===== src/inc/ptmr_regs.vh =====
// Register offsets, field positions, reset values and timing counts of the periodic timer
`ifndef PTMR_REGS_VH
`define PTMR_REGS_VH
// ==========================================
// Register word indexes (byte address = index * 4)
`define PTMR_IDX_CMPA_LO     4'h0
`define PTMR_IDX_CMPA_HI     4'h1
`define PTMR_IDX_CMPP_LO     4'h2
`define PTMR_IDX_CMPP_HI     4'h3
`define PTMR_IDX_CTRL0       4'h4
`define PTMR_IDX_CTRL1       4'h5
`define PTMR_IDX_CNT_LO      4'h6
`define PTMR_IDX_CNT_HI      4'h7
`define PTMR_IDX_STATUS      4'h8
`define PTMR_IDX_LAST        4'h8
// ==========================================
// Control zero fields
`define PTMR_C0_HOLD         7
`define PTMR_C0_CKS_HI       6
`define PTMR_C0_CKS_LO       4
`define PTMR_C0_RUN          3
`define PTMR_C0_WMASK        8'hf8
// ==========================================
// Control one fields
`define PTMR_C1_MODE_HI      7
`define PTMR_C1_MODE_LO      6
`define PTMR_C1_PIN_HI       5
`define PTMR_C1_PIN_LO       4
`define PTMR_C1_LVL          3
`define PTMR_C1_INV          2
`define PTMR_C1_CAPS         1
`define PTMR_C1_CCLR         0
// ==========================================
// Reset values
`define PTMR_RST_BYTE        8'h00
`define PTMR_RST_WIDE        10'h000
// ==========================================
// Modes
`define PTMR_MODE_CMP        2'h0
`define PTMR_MODE_CAP        2'h1
`define PTMR_MODE_PWM        2'h2
`define PTMR_MODE_TMR        2'h3
// ==========================================
// Clock source selections
`define PTMR_CKS_SYS4        3'h0
`define PTMR_CKS_SYS         3'h1
`define PTMR_CKS_H16         3'h2
`define PTMR_CKS_H64         3'h3
`define PTMR_CKS_SUB0        3'h4
`define PTMR_CKS_SUB1        3'h5
`define PTMR_CKS_EXTR        3'h6
`define PTMR_CKS_EXTF        3'h7
// ==========================================
// Divider counts
`define PTMR_DIV_SYS         4
`define PTMR_DIV_H16         16
`define PTMR_DIV_H64         64
`endif


===== src/logic/ptmr_timer.v =====
// Periodic 10-bit timer with control registers on an Avalon-MM slave
`timescale 1ns/1ps
`include "ptmr_regs.vh"

module ptmr_timer #(
  parameter CW = 10                      // Counter width
) (
  input  wire        clock,              // System clock, 40 MHz
  input  wire        rst,                // Synchronous reset, active high
  input  wire [5:0]  avs_address,        // Byte address
  input  wire        avs_read,           // Read strobe
  input  wire        avs_write,          // Write strobe
  input  wire [31:0] avs_writedata,      // Write data
  input  wire [3:0]  avs_byteenable,     // Byte enables
  output reg  [31:0] avs_readdata,       // Read data
  output wire        avs_waitrequest,    // Stall
  output wire [1:0]  avs_response,       // Always OKAY
  input  wire        high_clk_en,        // High clock tick, system domain
  input  wire        sub_clk_en,         // Sub clock tick, system domain
  input  wire        external_clock_pin, // Asynchronous clock pin
  input  wire        capture_input_pin,  // Asynchronous capture pin
  output wire        timer_output_pin_o, // Output pin value
  output wire        timer_output_pin_oe_n, // Output enable, low drives
  output reg         match_a_pulse,      // Compare A event
  output reg         match_p_pulse,      // Compare P event
  output reg         capture_pulse       // Capture event
);

  // ==========================================
  // Registers
  // Compare high bytes keep only their two implemented bits
  reg [7:0]    cmpa_lo_reg;              // Compare A low byte
  reg [1:0]    cmpa_hi_reg;              // Compare A high bits
  reg [7:0]    cmpp_lo_reg;              // Compare P low byte
  reg [1:0]    cmpp_hi_reg;              // Compare P high bits
  reg [7:0]    ctrl0_reg;                // Control zero
  reg [7:0]    ctrl1_reg;                // Control one
  reg [CW-1:0] count_reg;                // Counter
  reg          out_reg;                  // Internal output level
  reg          run_d_reg;                // Run delayed, edge detect
  reg          pulse_done_reg;           // Single pulse finished
  reg          ack_reg;                  // Read answer phase
  reg [1:0]    ext_sync_reg;             // Clock pin synchroniser
  reg [1:0]    cap_sync_reg;             // Capture pin synchroniser
  reg          ext_d_reg;                // Clock pin previous
  reg          cap_d_reg;                // Trigger previous
  reg [1:0]    sys_div_reg;              // System divide by four
  reg [3:0]    h16_div_reg;              // High divide by 16
  reg [5:0]    h64_div_reg;              // High divide by 64
  reg          tick;                     // Counter enable, selected source

  // ==========================================
  // Field views
  // Named slices of the control bytes, then derived strobes
  wire          hold     = ctrl0_reg[`PTMR_C0_HOLD];
  wire [2:0]    cks      = ctrl0_reg[`PTMR_C0_CKS_HI:`PTMR_C0_CKS_LO];
  wire          run      = ctrl0_reg[`PTMR_C0_RUN];
  wire [1:0]    mode     = ctrl1_reg[`PTMR_C1_MODE_HI:`PTMR_C1_MODE_LO];
  wire [1:0]    pinf     = ctrl1_reg[`PTMR_C1_PIN_HI:`PTMR_C1_PIN_LO];
  wire          lvl      = ctrl1_reg[`PTMR_C1_LVL];
  wire          inv      = ctrl1_reg[`PTMR_C1_INV];
  wire          caps     = ctrl1_reg[`PTMR_C1_CAPS];
  wire          cclr     = ctrl1_reg[`PTMR_C1_CCLR];
  // Ten-bit compare values from their byte pairs
  wire [CW-1:0] cmpa     = {cmpa_hi_reg, cmpa_lo_reg};
  wire [CW-1:0] cmpp     = {cmpp_hi_reg, cmpp_lo_reg};
  // Run edge and waveform decodes
  wire          run_rise = run & ~run_d_reg;
  wire          single   = (mode == `PTMR_MODE_PWM) && (pinf == 2'h3);
  // Synchronised pins and capture trigger
  wire          ext_s    = ext_sync_reg[1];
  wire          cap_s    = cap_sync_reg[1];
  wire          trig     = caps ? ext_s : cap_s;
  // Count enable and compare events
  wire          counting = run & ~hold & tick;
  wire          hit_a    = counting && (count_reg == cmpa);
  wire          ovf      = counting && (&count_reg);
  // Period end on the P side: one count before compare P, so the
  // period equals compare P; a zero compare P wraps at full scale
  wire          p_end    = (cmpp == `PTMR_RST_WIDE) ? ovf :
                           (counting && (count_reg == cmpp - {{(CW-1){1'b0}}, 1'b1}));
  // Word index of the byte address
  wire [5:0]    idx      = {2'h0, avs_address[5:2]};

  // ==========================================
  // Bus answer: writes one cycle, reads two
  // Writes never stall; a read stalls one cycle while its data is
  // loaded into the read register, then is released with the data
  assign avs_waitrequest = avs_read & ~ack_reg;
  // No error responses
  assign avs_response    = 2'h0;

  // ==========================================
  // Pin synchronisers and edge history
  // Both pins are asynchronous: two flops each before any logic reads them,
  // and the history flops look at the second stage only
  always @(posedge clock) begin
    if (rst) begin
      // Synchronous reset to idle low
      ext_sync_reg <= 2'h0;
      cap_sync_reg <= 2'h0;
      ext_d_reg    <= 1'b0;
      cap_d_reg    <= 1'b0;
    end else begin
      // Shift in the raw pins
      ext_sync_reg <= {ext_sync_reg[0], external_clock_pin};
      cap_sync_reg <= {cap_sync_reg[0], capture_input_pin};
      // Last synchronised levels, for edge detection
      ext_d_reg    <= ext_s;
      cap_d_reg    <= trig;
    end
  end

  // ==========================================
  // Clock dividers
  // Free-running prescalers; each selected rate leaves here as a
  // one-cycle tick, so the counter never sees a second clock
  always @(posedge clock) begin
    if (rst) begin
      // Synchronous reset to zero
      sys_div_reg <= 2'h0;
      h16_div_reg <= 4'h0;
      h64_div_reg <= 6'h0;
    end else begin
      // System divide by four runs every cycle
      sys_div_reg <= sys_div_reg + 2'h1;
      // High clock dividers step on high clock ticks only
      if (high_clk_en) begin
        h16_div_reg <= h16_div_reg + 4'h1;
        h64_div_reg <= h64_div_reg + 6'h1;
      end
    end
  end

  // ==========================================
  // Clock source select
  // One tick per period of the chosen source; the pin edges are taken
  // from the synchronised copy. Both sub clock codes give the same tick.
  always @* begin
    case (cks)
      `PTMR_CKS_SYS4: tick = (sys_div_reg == 2'h3);
      `PTMR_CKS_SYS:  tick = 1'b1;
      `PTMR_CKS_H16:  tick = high_clk_en && (h16_div_reg == 4'hf);
      `PTMR_CKS_H64:  tick = high_clk_en && (h64_div_reg == 6'h3f);
      `PTMR_CKS_SUB0: tick = sub_clk_en;
      `PTMR_CKS_SUB1: tick = sub_clk_en;
      `PTMR_CKS_EXTR: tick = ext_s & ~ext_d_reg;
      default:        tick = ~ext_s & ext_d_reg;
    endcase
  end

  // ==========================================
  // Counter, capture and output logic
  // A run rising edge restarts the count; otherwise the count advances
  // only on a tick while running and not held. Run low or hold high
  // freezes it with its value kept. Events are one-cycle pulses.
  always @(posedge clock) begin
    if (rst) begin
      // Synchronous reset: count zero, pin level low, no events
      count_reg      <= `PTMR_RST_WIDE;
      out_reg        <= 1'b0;
      run_d_reg      <= 1'b0;
      pulse_done_reg <= 1'b0;
      match_a_pulse  <= 1'b0;
      match_p_pulse  <= 1'b0;
      capture_pulse  <= 1'b0;
    end else begin
      // Defaults: remember run, no event this cycle
      run_d_reg     <= run;
      match_a_pulse <= 1'b0;
      match_p_pulse <= 1'b0;
      capture_pulse <= 1'b0;
      if (run_rise) begin
        // Restart: clear the count and rearm the single pulse
        count_reg      <= `PTMR_RST_WIDE;
        pulse_done_reg <= 1'b0;
        if (mode == `PTMR_MODE_CMP)
          out_reg <= lvl;
      end else if (counting) begin
        // Plain increment; a clear below overrides it
        count_reg <= count_reg + {{(CW-1){1'b0}}, 1'b1};
        match_a_pulse <= hit_a;
        // P event marks the end of each period
        match_p_pulse <= p_end;
        case (mode)
          // Compare output and plain timer share the clear rules
          `PTMR_MODE_CMP, `PTMR_MODE_TMR: begin
            if (cclr ? hit_a : p_end)
              count_reg <= `PTMR_RST_WIDE;
            // Pin action on compare A only; P never touches the pin
            if (hit_a) begin
              case (pinf)
                2'h1:    out_reg <= 1'b0;
                2'h2:    out_reg <= 1'b1;
                2'h3:    out_reg <= ~out_reg;
                default: out_reg <= out_reg;
              endcase
            end
          end
          // Waveform modes: P sets the period, A the duty or pulse width
          `PTMR_MODE_PWM: begin
            if (single) begin
              // Single pulse never clears the count; A ends the pulse
              if (hit_a)
                pulse_done_reg <= 1'b1;
            end else if (p_end) begin
              count_reg <= `PTMR_RST_WIDE;
            end
          end
          // Capture: free run up to the P limit
          default: begin
            if (p_end)
              count_reg <= `PTMR_RST_WIDE;
          end
        endcase
      end
      // Capture runs on system clock while enabled
      // Edge chosen by the pin field; code 3 disables capture
      if (run && mode == `PTMR_MODE_CAP) begin
        case (pinf)
          2'h0:    capture_pulse <= trig & ~cap_d_reg;
          2'h1:    capture_pulse <= ~trig & cap_d_reg;
          2'h2:    capture_pulse <= trig ^ cap_d_reg;
          default: capture_pulse <= 1'b0;
        endcase
      end
    end
  end

  // ==========================================
  // Output pin shaping
  // Compare mode shows the held level; waveform modes derive the level from the pin
  // field, the count or the single pulse state and apply the active level choice.
  // Inversion comes last, in every mode that drives the pin.
  reg pwm_act;                                // Waveform active
  reg pin_lvl;                                // Level before inversion
  always @* begin
    // Defaults: idle waveform, held level
    pwm_act = 1'b0;
    pin_lvl = out_reg;
    if (mode == `PTMR_MODE_PWM) begin
      case (pinf)
        2'h0:    pwm_act = 1'b0;
        2'h1:    pwm_act = 1'b1;
        2'h2:    pwm_act = run && (count_reg < cmpa);
        default: pwm_act = run && ~pulse_done_reg;
      endcase
      // Active level choice
      pin_lvl = lvl ? pwm_act : ~pwm_act;
    end
  end
  assign timer_output_pin_o    = pin_lvl ^ inv;
  // Pin released in timer and capture modes
  assign timer_output_pin_oe_n = (mode == `PTMR_MODE_TMR) ||
                                 (mode == `PTMR_MODE_CAP);

  // ==========================================
  // Register writes
  // Only byte lane 0 carries data. Hardware updates (pulse end,
  // capture) are written after the bus decode, so they win a tie.
  always @(posedge clock) begin
    if (rst) begin
      // Synchronous reset of every software register
      cmpa_lo_reg <= `PTMR_RST_BYTE;
      cmpa_hi_reg <= 2'h0;
      cmpp_lo_reg <= `PTMR_RST_BYTE;
      cmpp_hi_reg <= 2'h0;
      ctrl0_reg   <= `PTMR_RST_BYTE;
      ctrl1_reg   <= `PTMR_RST_BYTE;
    end else begin
      if (avs_write && avs_byteenable[0]) begin
        // Decode the word index; unmapped words are ignored
        case (idx[3:0])
          `PTMR_IDX_CMPA_LO: cmpa_lo_reg <= avs_writedata[7:0];
          `PTMR_IDX_CMPA_HI: cmpa_hi_reg <= avs_writedata[1:0];
          `PTMR_IDX_CMPP_LO: cmpp_lo_reg <= avs_writedata[7:0];
          `PTMR_IDX_CMPP_HI: cmpp_hi_reg <= avs_writedata[1:0];
          `PTMR_IDX_CTRL0:   ctrl0_reg   <= avs_writedata[7:0] & `PTMR_C0_WMASK;
          `PTMR_IDX_CTRL1:   ctrl1_reg   <= avs_writedata[7:0];
          default:           ;
        endcase
      end
      // Single pulse ends by clearing run on compare A
      if (counting && single && hit_a)
        ctrl0_reg[`PTMR_C0_RUN] <= 1'b0;
      // Capture stores counter into compare A
      if (capture_pulse) begin
        cmpa_lo_reg <= count_reg[7:0];
        cmpa_hi_reg <= count_reg[9:8];
      end
    end
  end

  // ==========================================
  // Register reads, answered one cycle late
  // Data is loaded on the first read cycle and held until the next
  // read; unmapped words and unused bits read as zero
  always @(posedge clock) begin
    if (rst) begin
      // Synchronous reset: no answer pending, data zero
      ack_reg      <= 1'b0;
      avs_readdata <= 32'h0;
    end else begin
      // Answer flag alternates, so each read stalls exactly one cycle
      ack_reg <= avs_read & ~ack_reg;
      // Load read data once per read
      if (avs_read && !ack_reg) begin
        case (idx[3:0])
          `PTMR_IDX_CMPA_LO: avs_readdata <= {24'h0, cmpa_lo_reg};
          `PTMR_IDX_CMPA_HI: avs_readdata <= {30'h0, cmpa_hi_reg};
          `PTMR_IDX_CMPP_LO: avs_readdata <= {24'h0, cmpp_lo_reg};
          `PTMR_IDX_CMPP_HI: avs_readdata <= {30'h0, cmpp_hi_reg};
          `PTMR_IDX_CTRL0:   avs_readdata <= {24'h0, ctrl0_reg};
          `PTMR_IDX_CTRL1:   avs_readdata <= {24'h0, ctrl1_reg};
          `PTMR_IDX_CNT_LO:  avs_readdata <= {24'h0, count_reg[7:0]};
          `PTMR_IDX_CNT_HI:  avs_readdata <= {30'h0, count_reg[9:8]};
          `PTMR_IDX_STATUS:  avs_readdata <= {29'h0, pulse_done_reg, out_reg, run};
          default:           avs_readdata <= 32'h0;
        endcase
      end
    end
  end

endmodule


===== config.mk =====
export PLATFORM = sky130hd
export DESIGN_NAME = ptmr_timer
export DESIGN_NICKNAME = d
export VERILOG_FILES = /design/src/logic/ptmr_timer.v
export VERILOG_INCLUDE_DIRS = /design/src /design/src/inc
export SDC_FILE = /design/constraint.sdc
export NUM_CORES = 1
export LEC_CHECK = 0
export BUFFER_PORTS_ARGS = -buffer_cell sky130_fd_sc_hd__buf_2
export CAP_MARGIN = 20
export CORE_ASPECT_RATIO = 2
export CORE_UTILIZATION = 60
export CTS_CLUSTER_SIZE = 16
export DETAILED_ROUTE_END_ITERATION = 12
export MAX_ROUTING_LAYER = met4
export PLACE_DENSITY = 0.86
export SETUP_SLACK_MARGIN = 0.2
export SLEW_MARGIN = 20
export SYNTH_ARGS = -nofsm -noshare
export SYNTH_HDL_FRONTEND = slang
export SYNTH_SLANG_ARGS = --single-unit

===== constraint.sdc =====
create_clock -name clock -period 4.7 [get_ports clock]
set_input_delay 0.47 -clock clock [delete_from_list [all_inputs] [get_ports clock]]
set_output_delay 0.47 -clock clock [all_outputs]
set_load 0.02 [all_outputs]

After elaboration in Yosys (flattened, before gate mapping) --
Index checks and enable logic that the tools add are counted.
Word-level totals: word-level logic and storage cells 145, bits of input ports 50, output and inout port bits 40, register bits 100
Cells by class: eq/ne operators 26, order comparisons 1, mux-type cells 26, $add $sub $neg 5, bitwise operators 22, reduce and logical (&&, ||, !) cells 42
Operators by type and width (count):
- case mux 8 bit (9 select lines) | 1
- two-way mux 10 bit | 3
- two-way mux 8 bit | 3
- equality test 10 bit | 2
- case mux 10 bit (2 select lines) | 1
- equality test 4 x 3 -> 1 bit, second input constant | 4
- logical AND 1 bit | 13
- inverter 1 bit | 12
- AND reduction 2 bit | 6
- nonzero test 2 bit | 6
- two-way mux 1 bit | 11
- adder 10 x 1 -> 10 bit, second input constant | 1
- equality test 2 bit, second input constant | 5
- zero test 10 bit | 1
- < comparator 10 bit | 1
- AND reduction 10 bit | 1
- OR reduction 2 bit | 5
- subtractor 10 x 1 -> 10 bit, second input constant | 1
- equality test 3 bit, second input constant | 3
- case mux 1 bit (3 select lines) | 3
- AND 1 bit | 8
- equality test 4 x 2 -> 1 bit, second input constant | 2
- equality test 4 bit, second input constant | 2
- adder 6 x 1 -> 6 bit, second input constant | 1
- 20 further kinds | 26

Depth between registers and ports, before layout --
Gate-level depths: netlist of the first run.
word-level depth 9, gate-level depth with buffers 10, depth with buffers taken out 9

Worst setup path after synthesis of the first run --
No wires, ideal clock.
kind reg-to-output, start point register count_reg[0], end point output port timer_output_pin_o, stages on the path, launching flop included 11, path buffers 1, arrival time 1.986 ns, path slack 2.244 ns, cell sequence dfxtp_1 -> clkbuf_1 -> inv_1 -> ha_1 -> nor2b_1 -> o21ai_0 -> a21o_1 -> a211oi_1 -> nor2_1 -> o21a_1 -> o211ai_1
On the way: word-level cells in the longest chain between the ends 8
RTL lines:
- start, declared | line ptmr_timer.v:38 | reg [CW-1:0] count_reg;
- start signal, assigned | line ptmr_timer.v:160 | count_reg <= `PTMR_RST_WIDE;
- start signal, assigned | line ptmr_timer.v:175 | count_reg <= `PTMR_RST_WIDE;
- start signal, assigned | line ptmr_timer.v:181 | count_reg <= count_reg + {{(CW-1){1'b0}}, 1'b1};
- < comparator 10 bit (*) | line ptmr_timer.v:245 | 2'h2: pwm_act = run && (count_reg < cmpa);
- logical AND 1 bit (*) | line ptmr_timer.v:245
- case mux 1 bit (3 select lines) (*) | line ptmr_timer.v:242 | case (pinf)
- two-way mux 1 bit (*) | line ptmr_timer.v:241 | if (mode == `PTMR_MODE_PWM) begin
- inverter 1 bit | line ptmr_timer.v:249 | pin_lvl = lvl ? pwm_act : ~pwm_act;
- two-way mux 1 bit (*) | line ptmr_timer.v:249
- two-way mux 1 bit (*) | line ptmr_timer.v:241
- XOR 1 bit (*) | line ptmr_timer.v:252 | assign timer_output_pin_o = pin_lvl ^ inv;
- end, declared | line ptmr_timer.v:22 | output wire timer_output_pin_o,
Every way passes the cells marked *; elsewhere a longest branch is shown, timed or not. The select of a mux whose other input is x is not followed.

Final worst setup path of the first run --
start point register count_reg[6], end point output port timer_output_pin_o
The elaborated chain is that of the path after synthesis.

==> results of run 1 <==
-- stage by stage --
| stage | util | cell area [um2] | total power, W | setup slack [ns] | hold slack (ns) |
|---|---|---|---|---|---|
| 6_report | 0.6629 | 5001 | 0.001480 | 1.492 | 0.3493 |
| 3_3_place_gp | 0.6227 | 4698 | 0.0007881 | 1.869 | 0.4078 |
| 4_1_cts | 0.6629 | 5001 | 0.001482 | 1.528 | 0.3461 |
| 3_5_place_dp | 0.6227 | 4698 | 0.0007923 | 1.746 | 0.4214 |
| 5_1_grt | 0.6629 | 5001 | 0.001524 | 1.263 | 0.3600 |
| 2_1_floorplan | - | 4761 | 0.0007775 | 2.244 | 0.3992 |
-- where the power goes --
| part | leakage (nW) | total (W) | internal (W) | switching [W] |
|---|---|---|---|---|
| clock | 0.144 | 0.000699 | 0.000424 | 0.000275 |
| combinational | 1.26 | 0.000117 | 0.0000348 | 0.0000819 |
| sequential | 0.615 | 0.000664 | 0.000655 | 0.00000918 |
-- worst max path at each step --
stage | startpoint | endpoint | slack [ns] | cells after the start
finish | count_reg[6] | timer_output_pin_o | 1.49 | 9
global route | count_reg[6] | timer_output_pin_o | 1.26 | 9
global placement | count_reg[0] | count_reg[1] | 1.87 | 8
detailed placement | count_reg[0] | count_reg[1] | 1.75 | 8
floorplan | count_reg[0] | timer_output_pin_o | 2.24 | 10
CTS | count_reg[6] | timer_output_pin_o | 1.53 | 9
-- placed cells by master, fill, tap and decap left out, types with 3 or more instances in the layout --
cell type / instances
nor4_1: 3
buf_4: 3
o211ai_1: 4
and3_1: 5
nand4_1: 8
clkbuf_16: 9
o21ai_0: 13
mux4_2: 4
a31oi_1: 5
ha_1: 25
nor2_1: 70
or2_2: 5
dfxtp_1: 76
inv_1: 24
nor3_2: 3
a211oi_1: 6
buf_2: 34
nor3_1: 16
nand2b_1: 4
a21oi_1: 43
nand2_1: 49
xor2_1: 14
nor2b_1: 16
a22oi_1: 5
conb_1: 26
nand3_1: 26
a221oi_1: 3
mux2i_1: 27
xnor2_1: 8
o22ai_1: 6
or3_1: 6
-- cell type report --
cell class,instances,share of cell area
Clock buffer,10,0.04779
Clock inverter,6,0.01276
Inverter,24,0.01801
Multi-Input combinational cell,439,0.5552
Sequential cell,76,0.3042
Tap cell,94,0.02352
Timing Repair Buffer,37,0.03853
-- per-layer routing --
layer | up-vias | share of wire
met3 | 78 | 0.059
li1 | 1980 | -
met2 | 210 | 0.51
met1 | 2029 | 0.33
met4 | 0 | 0.094
met5 | - | 0
-- worst register-to-register path, cell delays in order, from the launching register on --
cell and delay [ns]:
dfxtp_1 0.58, inv_1 0.09, ha_1 0.29, nand4_1 0.12
o311ai_0 0.38, a21oi_1 0.14, a2111oi_0 0.64, nand4_2 0.30
nand2_2 0.23, nor3_1 0.08
-- logic make-up after synthesis --
| kind of cell | after synthesis |
|---|---|
| xor+xnor | 22 |
| fa+ha+maj | 25 |
| flops | 76 |
| simple gates | 232 |
| compound gates | 102 |
| buf+inv | 81 |
| mux | 32 |
| other cells | 1 |
==> results list, run 1 <==
* Post-synthesis cell area: between 4000 and 5000 um2
* Total Nets Final: 662
- Xor/xnor share of the synthesized area: 0.04129
- From bottom edge to top edge, the die measures between 100 and 150 um.
- The floorplan step set the die width to 64.37 um.
- Number of vias per cell: around 6.3
- Worst Hold Path Cells: 2
* Simple-gate share of the synthesized area: 0.2477
* Met1 Use GR: 0.3381
- CP Cell Sequence: ha_1, a21o_1, a211o_1, nor2_1, a211oi_1, nor2_1, o311ai_0, o211ai_1, buf_2
- In this run the most used layer during global routing was met2.
* Global Route met3 Usage: 0.06655
- Via count of the first global-routing pass: 4230
- Max-cap violations: 0
- Detailed placer's ending HPWL: roughly 9400 um
- The worst-case IR drop observed on VDD is 0.0003440 V.
* Clock transition at path regs: 0.06 ns
* Area of the core: 7545 um2
- For the worst flop-to-flop path, the logic depth is 9.
- In the synthesized netlist, the number of instances is roughly 570.
- Detailed Route Iter0 Violations: 389
- Number of flip-flops in the largest register: 10
* Insertion delay to the later sink of the worst-skew pair: 0.35 ns
- Synthesis inferred 76 register bits.
- Total wirelength of the detailed-routed design: approximately 13000 um
- Max H-tree Level: 3
- CP dominant cell by count: nor2_1
* Critical R2R Capture: count_reg[3]
- Static timing analysis puts the maximum clock frequency at roughly 310 MHz.
* Leading post-synthesis cells by instance count: dfxtp_1 (76), nor2_1 (70), nand2_1 (49)
- Setup violations remaining at the end of the flow were counted as 0.
- For this configuration, the core starts out at a cell density of 0.6186.
- The multi-input combinational cells in the finished layout cover a total of 2776 um2.
- For this design the static power due to leakage is just over 2 nW.
- Count of antenna diodes in the layout: 0
* Worst hold path startpoint: external_clock_pin
* Number of ports placed on the die boundary: 90
* Final weighted congestion in routability-driven placement: 0.9292
* Max clock buf depth: 2
- Including well taps, the total number of placed cells is between 600 and 700.
- Setup TNS: 0 ns
- Of all flip-flops after synthesis, the portion carrying an async set or reset was 0.
* Kind of cell adding the most delay to the critical path: compound AO/OA/AOI/OAI gates
* Clock buffers created by TritonCTS: 9
* Endpoint type of the worst setup path: primary output
- Reg-to-Reg Start: count_reg[0]
- The floorplan has between 40 and 50 rows.
- Synthesis instantiated 63 different standard cells from the library.
* Number of gates given a new drive strength after cts: 0
- Ranking of synthesized cells by area: dfxtp_1 (33%), ha_1 (6.7%), mux2i_1 (5.8%), nor2_1 (5.6%), buf_4 (4.7%)
- Unrepaired setup endpoints after global routing: false
- dfxtp_1 takes more of the synthesized area than any other cell.
- The synthesized design contains 0 enable-type register cells.
* Storage cell area: 1521 um2
- Buffers added to address setup during post-CTS repair amount to 0.
- Along the worst path, the maximum fanout reaches 11.
- Warnings, synthesis: 0
- For this run, design rule violations remaining after detail routing come to 0.
* Area added between synthesis and finish: 7.158%
- Number of antenna violations at the first check in global routing: 0
- TritonCTS built the clock tree.
- The number of buffers and inverters on the critical path is 1.
- Global-route wire length before repair: 20430 um
- Post-synthesis compound-gate area fraction: 0.1373
* End point of the worst hold path: ext_sync_reg[0]
- The path class of the tightest hold or removal check is primary input to flop.
- CTS placed an instance of clkbuf_16 at the clock tree root.
- Fraction of synthesized area in multiplexers: 0.07962
- Max-slew violation count: 0
- Floorplan die area: 8157 um2
- Sinks on the clock net: 76
- For this run the aggregate overflow at the end of global routing stands at 0.
* Adder-cell area share of the yosys netlist: 0.06702
* Post-detailed-route count of antenna-violating nets: 0
* Filler Cells Inserted: 642
- The first detailed-routing pass ran for 5 iterations.
* Outcome: completed
- For the pin with the worst max-slew slack, the measured transition is 0.9658 ns.
* Relative slew slack: 0.3522
- For flop-to-flop paths, the worst setup slack is 1.73 ns.
- Data arrival at the endpoint of the critical path: between 2 and 3 ns
- Sequential cell area fraction in the yosys report: 0.3260
- Start-to-end type of the worst setup path: flop to primary output
- The number of hold buffers added after CTS was 0.
- The share of synthesized area in the top cell type comes to 0.3260.
- Combinational family with the most area after synthesis: simple AND/OR/NAND/NOR gates
- In the finished design, the share of the clock period the worst path needs comes to 0.6825.
* Global routing usage on met2: 0.5653
* Library cell contributing the largest single delay on the critical path: dfxtp_1
- Port buffering added 34 buffers.
- Avg Synthesized Cell Area: just over 8 um2
- Share of final-layout standard cells stronger than drive strength 1: 0.1301
- After detailed routing, the average wire length per cell comes to 18.65 um.
- Required arrival time at the worst endpoint: roughly 4.2 ns
* Routed via count: 4297
* Largest net degree at the start of global routing: 64
- After layout, the minimum clock period comes to between 3 and 4 ns.
- Non-filler cells in the finished layout: 686
- Setup clock skew after layout: 0.006582 ns
* Category of the worst setup path launch point: flop
* Power per cell area: 295.9 nW/um2
* Combined global-route utilization of all metal layers: 0.3465
* Largest stage delay on the critical path: 0.62 ns
- Hold Vio Cnt, Final: 0
* Synth Flop Type: dfxtp_1
- Most repeated cell in the gate-level netlist after synthesis: dfxtp_1
Power figures use the tool's default switching activity.
==> run 2: changes to the inputs <==
--- a/config.mk
+++ b/config.mk
@@ -6,14 +6,15 @@
 export SDC_FILE = /design/constraint.sdc
 export NUM_CORES = 1
 export LEC_CHECK = 0
+export ABC_AREA = 1
 export BUFFER_PORTS_ARGS = -buffer_cell sky130_fd_sc_hd__buf_2
 export CAP_MARGIN = 20
 export CORE_ASPECT_RATIO = 2
-export CORE_UTILIZATION = 60
+export CORE_UTILIZATION = 56
 export CTS_CLUSTER_SIZE = 16
 export DETAILED_ROUTE_END_ITERATION = 12
 export MAX_ROUTING_LAYER = met4
-export PLACE_DENSITY = 0.86
+export PLACE_DENSITY = 0.81
 export SETUP_SLACK_MARGIN = 0.2
 export SLEW_MARGIN = 20
 export SYNTH_ARGS = -nofsm -noshare
==> constraint.sdc (replaced) <==
create_clock -name clock -period 3.3 [get_ports clock]
set_input_delay 0.33 -clock clock [delete_from_list [all_inputs] [get_ports clock]]
set_output_delay 0.33 -clock clock [all_outputs]
set_load 0.02 [all_outputs]
==> results list, run 2 <==
- The flow ran to the end, and the final reports show no timing, DRC or antenna violations.
* Die height: 129.7 um (+2.4%)
- Sinks on the clock net: 76 (unchanged)
- Post-synthesis cell area: 4569 um2 (-2.1%)
- Start-to-end type of the worst setup path: flop to primary output
- Relative slew slack: 0.3585 (+0.006253)
- Ranking of synthesized cells by area: dfxtp_1 (33%), nand2_1 (9.6%), inv_1 (8.0%), nor2_1 (8.0%), ha_1 (6.8%)
* Routed via count: 4572 (+6.4%)
* Hold Crit Class: primary input to flop
- Global-route wire length before repair: 20760 um (+1.6%)
- The post-layout instance count excluding filler cells was 807 (+18%).
- Cell total after placement: 791 (+18%)
- The number of buffers added on ports came to 34 (unchanged).
- Floorplan die area: 8547 um2 (+4.8%)
- The floorplan core area was 7943 um2 (+5.3%).
- The instance count of the mapped netlist is 678 (+19%).
- TritonCTS built the clock tree.
* Insertion delay to the later sink of the worst-skew pair: 0.34 ns (about the same)
- Share of async-settable or async-resettable flops after synthesis: 0 (unchanged)
- Filler Cells Inserted: 746 (+16%)
- Utilization after layout: 0.6317 (-0.03116)
- The weighted congestion at the end of routability-driven global placement came to 1.016 (+9.3%).
* Leading post-synthesis cells by instance count: nand2_1 (117), inv_1 (97), nor2_1 (97)
- The overall power consumption came to 0.002197 W (+48%).
* Most frequent cells in the layout: nand2_1 (117), inv_1 (97), nor2_1 (97)
- The synthesized area per cell came to 6.740 um2 (-18%).
* Largest fanout of any net on the critical path: 6 (-5)
- The max-cap check violation count came to 0 (unchanged).
- The cell sitting at the root of the clock tree is a clkbuf_16.
* Power per cell area: 437.9 nW/um2 (+48%)
- The most used flip-flop cell after synthesis is dfxtp_1.
- Most repeated cell in the gate-level netlist after synthesis: nand2_1
* Most common library cell in the layout ignoring fill and taps: nand2_1
- The number of hold-repair buffers added at the cts stage is 0 (unchanged).
- The number of gates resized after cts is 0 (unchanged).
* Number of ports placed on the die boundary: 90 (unchanged)
- Data arrival at the endpoint of the critical path: 2.40 ns (-0.34 ns)
* Clock transition at path regs: 0.06 ns (about the same)
- The H-tree depth reported by CTS was 3 (unchanged).
- The number of flip-flops under the largest register name came to 10 (unchanged).
- The total negative slack came to 0 ns (unchanged).
* Area share of the largest cell type after synthesis: 0.3330 (+0.006963)
- The average wire per cell in the routed design came to 16.48 um (-12%).
- The overflow left after global routing was 0 (unchanged).
- The number of synthesized flops with an enable pin was 0 (unchanged).
* Max-slew violation count: 0 (unchanged)
- Leakage: 2.303 nW (+14%)
* Post-synthesis sequential element count: 76 (unchanged)
- Count of antenna diodes in the layout: 0 (unchanged)
- Clock buffers created by TritonCTS: 9 (unchanged)
- The count of yosys warnings during synthesis was 0 (unchanged).
- Share of final-layout standard cells stronger than drive strength 1: 0.09705 (-0.03302)
- The slew at the pin with the worst max-slew slack was 0.9612 ns (-0.004611 ns).
- The detailed-route wire length is 13300 um (+4.0%).
- Number of vias per cell: 5.665 (-9.6%)
- Cell Rows: 46 (+2.2%)
- The unique cell type count in the Yosys netlist came to 38 (-40%).
* Largest net degree at the start of global routing: 40 (-38%)
- From synthesis to final layout, the design area changed by 9.803%.
* Post-CTS setup buffer count: 0 (unchanged)
- Number of antenna violations at the first check in global routing: 0 (unchanged)
- The sequential fraction of the synthesis area came to 0.3330 (+0.006963).
- DR pass1 iterations: 5 (unchanged)
- Among the stages of the critical path, the cell type that occurs most often is nand2_1.
* CP Cell Sequence: ha_1, a21oi_1, o21ai_0, nand2_1, o211ai_1, o21ai_0, nand2_1, nand3_1, nand3_1, nand2_1, nand2_1, nand2_1, buf_2
- The total global-route track usage was 0.3419 (-0.004604).
* Library cell contributing the largest single delay on the critical path: dfxtp_1
- The count of antenna-violating nets left after detailed routing was 0 (unchanged).
* Unrepaired setup endpoints after global routing: false
- Tcrit/Tclk final: 0.8276
- Category of the worst setup path launch point: flop
* Setup clock skew after layout: 0.006630 ns (+0.00004779 ns)
- Leading area contributor after synthesis: dfxtp_1
- Detailed placer's ending HPWL: 10330 um (+10%)
- Max clock buf depth: 2 (unchanged)
* Setup violation total in the final timing report: 0 (unchanged)
- The width of the die is 65.88 um (+2.3%).
- Initial standard-cell utilization of the core: 0.5753 (-0.04327)
- Hold Vio Cnt, Final: 0 (unchanged)
* Endpoint type of the worst setup path: primary output
- The worst path in the final design needs a cycle of ~2.7 ns, including I/O delays and setup.
* Maximum vdd ir drop: 0.0004643 V (+35%)
* Largest stage delay on the critical path: 0.53 ns (-0.09 ns)
* Required arrival time at the worst endpoint: 2.97 ns (-1.26 ns)
- The net total in the final layout is 781 (+18%).
- The number of global-route vias before repair came to 4313 (+2.0%).
* Detailed Route Iter0 Violations: 299 (-23%)
* DRC violations left: 0 (unchanged)
- Derived from the worst setup path, the maximum achievable clock frequency is 366.2 MHz.
[run 2: worst paths after layout]
| check | slack, ns | end | startpoint | cells after the start |
|---|---|---|---|---|
| worst max register to register | 0.94 | count_reg[7] | cmpp_lo_reg[0] | 14 |
| worst max-delay path | 0.57 | timer_output_pin_o | count_reg[5] | 13 |
| worst min-delay path | 0.19 | ext_sync_reg[0] | external_clock_pin | 3 |
| worst min register to register | 0.41 | ext_sync_reg[1] | ext_sync_reg[0] | 2 |
[run 2: kinds of logic (layout without fill, tap and decap cells)]
logic type               Yosys count  count (layout)  share of synthesized area
flip-flops                        76              76                     0.3330
buffers and inverters            144             152                     0.1424
AND/OR/NAND/NOR                  273             273                     0.2505
other                              1              26                  0.0008207
AO/OA/AOI/OAI                    145             145                     0.1780
adder cells (fa/ha/maj)           25              25                    0.06846
XOR/XNOR                          14              14                    0.02684
[run 2: area by class of cell]
cell class	count	area (um2)	share of cell area
multi-input cells	483	2491	0.4965
well taps	96	120.1	0.02394
repair buffers	36	185.2	0.03691
flip-flops and latches	76	1521	0.3032
inverters	100	375.4	0.07481
clock inverters	7	98.84	0.01970
clock buffers	9	225.2	0.04489
[run 2: worst max-delay path: cells and delay by family, from the launching register on]
kind,cells,cell delay (ns)
AO/OA/AOI/OAI,4,0.53
adder cells (fa/ha/maj),1,0.31
buffers and inverters,1,0.16
flip-flops,1,0.53
AND/OR/NAND/NOR,7,0.52
[run 2: stage by stage]
stage                     hold slack [ns]  cell area (um2)  setup WS, ns
after global routing               0.1983             5017        0.4045
after detailed placement           0.4053             4693        0.9689
after global placement             0.3920             4693        0.9704
final                              0.1904             5017        0.5690
after floorplan                    0.3883             4663         1.384
after CTS                          0.1893             5017        0.5872
[run 2: where the power goes]
| part | internal [W] | total (W) | switching (W) |
|---|---|---|---|
| sequential | 0.000934 | 0.000944 | 0.0000105 |
| combinational | 0.0000461 | 0.000177 | 0.000131 |
| clock | 0.000667 | 0.00108 | 0.000409 |
[run 2: metal layers]
metal,global-route usage,share of wire
met1,0.3241,0.34
met2,0.5846,0.53
met3,0.05944,0.049
met4,0.2801,0.077
met5,-,0
==> run 3: changes to the inputs <==
--- a/config.mk
+++ b/config.mk
@@ -6,7 +6,7 @@
 export SDC_FILE = /design/constraint.sdc
 export NUM_CORES = 1
 export LEC_CHECK = 0
-export ABC_AREA = 1
+export ABC_AREA = 0
 export BUFFER_PORTS_ARGS = -buffer_cell sky130_fd_sc_hd__buf_2
 export CAP_MARGIN = 20
 export CORE_ASPECT_RATIO = 2
==> constraint.sdc (replaced) <==
create_clock -name clock -period 2.7 [get_ports clock]
set_input_delay 0.27 -clock clock [delete_from_list [all_inputs] [get_ports clock]]
set_output_delay 0.27 -clock clock [all_outputs]
set_load 0.02 [all_outputs]
==> results list, run 3 (synthesis results as in run 1) <==
* Final WS setup: 0.1221 ns (-0.4470 ns)
- The net total in the final layout is 688 (-12%).
- Endpoint type of the worst setup path: primary output
- Via count of the first global-routing pass: 4453 (+3.2%)
* Slew @ Worst Pin: 0.6944 ns (-0.2669 ns)
* Number of antenna violations at the first check in global routing: 0 (unchanged)
- Outcome: completed
- The wire length of the first global-routing pass was 20820 um (+0.30%).
- The weighted congestion at the end of routability-driven global placement came to 0.9849 (-3.1%).
- The largest voltage drop on the vdd net was 0.0005671 V (+22%).
* Upper clock frequency limit: 387.9 MHz
- The worst path arrival time is 2.31 ns (-0.09 ns).
- The top cell types in the final layout, fill and taps aside, are dfxtp_1 (70), nor2_1 (67), nand2_1 (49).
- The number of buffers created by CTS is 9 (unchanged).
* Max clock buf depth: 2 (unchanged)
* Share of final-layout standard cells stronger than drive strength 1: 0.2104 (+0.1133)
- Setup violation total in the final timing report: 0 (unchanged)
- Hold Vio Cnt, Final: 0 (unchanged)
- The power density over the cells came to 487.6 nW/um2 (+11%).
- Filler Cells Inserted: 635 (-15%)
- Clock transition at path regs: 0.07 ns (about the same)
* Storage cell area: 1531 um2 (+0.66%)
* Tcrit/Tclk final: 0.9548
* Die Span X: 66.55 um (+1.0%)
- Largest fanout of any net on the critical path: 3 (-3)
- Setup clock skew after layout: 0.006416 ns (-0.0002146 ns)
- The count of inserted antenna diode cells was 0 (unchanged).
- Max-cap violations: 0 (unchanged)
* Most common library cell in the layout ignoring fill and taps: dfxtp_1
* TritonCTS clock tree: yes
- Combined global-route utilization of all metal layers: 0.3249 (-0.01705)
- The average wire per cell in the routed design was 18.45 um (+12%).
- Traced cell by cell, the critical path runs through inv_1, ha_2, nand3_2, buf_4, nor2b_1, a211oi_2, nor2_2, o311ai_2, o211ai_1, buf_4.
- The number of buffers added on ports was 34 (unchanged).
* Die height: 131.1 um (+1.0%)
- Library cell contributing the largest single delay on the critical path: dfxtp_2
- The total number of placement rows is 46 (unchanged).
* Insertion delay to the later sink of the worst-skew pair: 0.33 ns (about the same)
* Floorplan die area: 8725 um2 (+2.1%)
- The maximum number of pins on one net before global-route repair came to 63 (+57%).
- Setup repair after global routing could not meet its margin everywhere.
- The utilization of the core after routing is 0.6708 (+0.03909).
* Start-to-end type of the worst setup path: flop to primary output
* Detailed placer's ending HPWL: 9709 um (-6.0%)
* Non-filler cells in the finished layout: 714 (-12%)
- Max-slew violation count: 0 (unchanged)
* Largest stage delay on the critical path: 0.33 ns (-0.20 ns)
- Total wirelength of the detailed-routed design: 13180 um (-0.95%)
- Area of the multi-input gates: 2927 um2 (+17%)
- Hold Crit Class: primary input to flop
- Area of the core: 8000 um2 (+0.72%)
* Post-detailed-route count of antenna-violating nets: 0 (unchanged)
- The number of hold-repair buffers added at the cts stage is 0 (unchanged).
* Max H-tree Level: 3 (unchanged)
- Routed via count: 4357 (-4.7%)
- Counting I/O delays and the setup requirement, the final critical path takes 2.578 ns.
- Detailed Route Iter0 Violations: 354 (+18%)
- Area added between synthesis and finish: 14.99%
- The setup slack after placement is 0.1531 ns (-0.8157 ns).
- Final hold slack: 0.1525 ns (-0.03789 ns)
- Relative slew slack: 0.5365 (+0.1780)
- Number of vias per cell: 6.102 (+7.7%)
- Sinks on the clock net: 76 (unchanged)
- The required time of the worst setup path was 2.43 ns (-0.54 ns).
* Cell total after placement: 694 (-12%)
* Setup TNS: 0 ns (unchanged)
- CP dominant cell by count: buf_4
* Leakage: 2.167 nW (-5.9%)
* Initial standard-cell utilization of the core: 0.5834 (+0.008060)
* Number of ports placed on the die boundary: 90 (unchanged)
* Clock root cell: clkbuf_16
* Category of the worst setup path launch point: flop
- The first-pass iteration count of the detailed router came to 5 (unchanged).
* DRC violations left: 0 (unchanged)
- Global route overflow: 0 (unchanged)
- Number of flip-flops in the largest register: 10 (unchanged)
## run 3: changes by cell type in the layout (fill, tap and decap cells not counted), moves of 6 or more
| cell | change |
|---|---|
| o21ai_0 | -41 |
| nor2b_1 | +16 |
| buf_4 | +28 |
| o22ai_1 | -6 |
| nand2_1 | -68 |
| nor2_1 | -30 |
| a21oi_1 | -17 |
| dfxtp_1 | -6 |
| nor3_2 | +7 |
| or3_1 | +6 |
| mux2i_1 | +27 |
| nand3_1 | -10 |
| inv_1 | -74 |
| nor3_1 | +6 |
## run 3: path summary, 6_finish.rpt
| kind | start | end | slack (ns) | depth (start not counted) |
|---|---|---|---|---|
| min reg2reg | sys_div_reg[0] | sys_div_reg[0] | 0.44 | 1 |
| max | cmpa_lo_reg[5] | timer_output_pin_o | 0.12 | 10 |
| max reg2reg | cmpp_lo_reg[1] | count_reg[1] | 0.31 | 7 |
| min | external_clock_pin | ext_sync_reg[0] | 0.15 | 2 |
## run 3: what timing repair did
action / CTS / global route
gates resized for setup: 16 / 22
setup endpoints to repair: 10 / 10
pin swaps: 7 / 11
setup buffers: 1 / 3
## run 3: layout make-up
cell class                      instances  share of cell area
Timing Repair Buffer                   63             0.07274
Tap cell                               96             0.02238
Clock inverter                          7             0.01539
Multi-Input combinational cell        439              0.5453
Inverter                               24             0.01679
Sequential cell                        76              0.2854
Clock buffer                            9             0.04197
## run 3: per-layer routing
layer	track usage	part of all wire	up-vias
li1	-	-	2028
met1	0.2985	0.32	2054
met2	0.5499	0.54	196
met3	0.05295	0.050	79
met4	0.2778	0.090	0
met5	-	0	-
## run 3: per-stage QoR
| stage | total power, W | cell area, um2 |
|---|---|---|
| 2_1_floorplan | 0.001353 | 4761 |
| 3_3_place_gp | 0.001375 | 4866 |
| 3_5_place_dp | 0.001382 | 4866 |
| 4_1_cts | 0.002614 | 5238 |
| 5_1_grt | 0.002697 | 5366 |
| 6_report | 0.002617 | 5366 |
## run 3: worst max-delay path: cells and delay by family, from the launching register on
family / cells / cell delay (ns)
and+or+nand+nor: 3 / 0.34
buffers and inverters: 3 / 0.38
DFF: 1 / 0.33
adders and majority gates: 1 / 0.31
AOI/OAI and AO/OA: 3 / 0.60
## run 3: power breakdown
group / switching, W / internal (W)
clock network: 0.000515 / 0.000732
registers: 0.0000150 / 0.00114
logic: 0.000148 / 0.0000674
total: 0.000678 / 0.00194
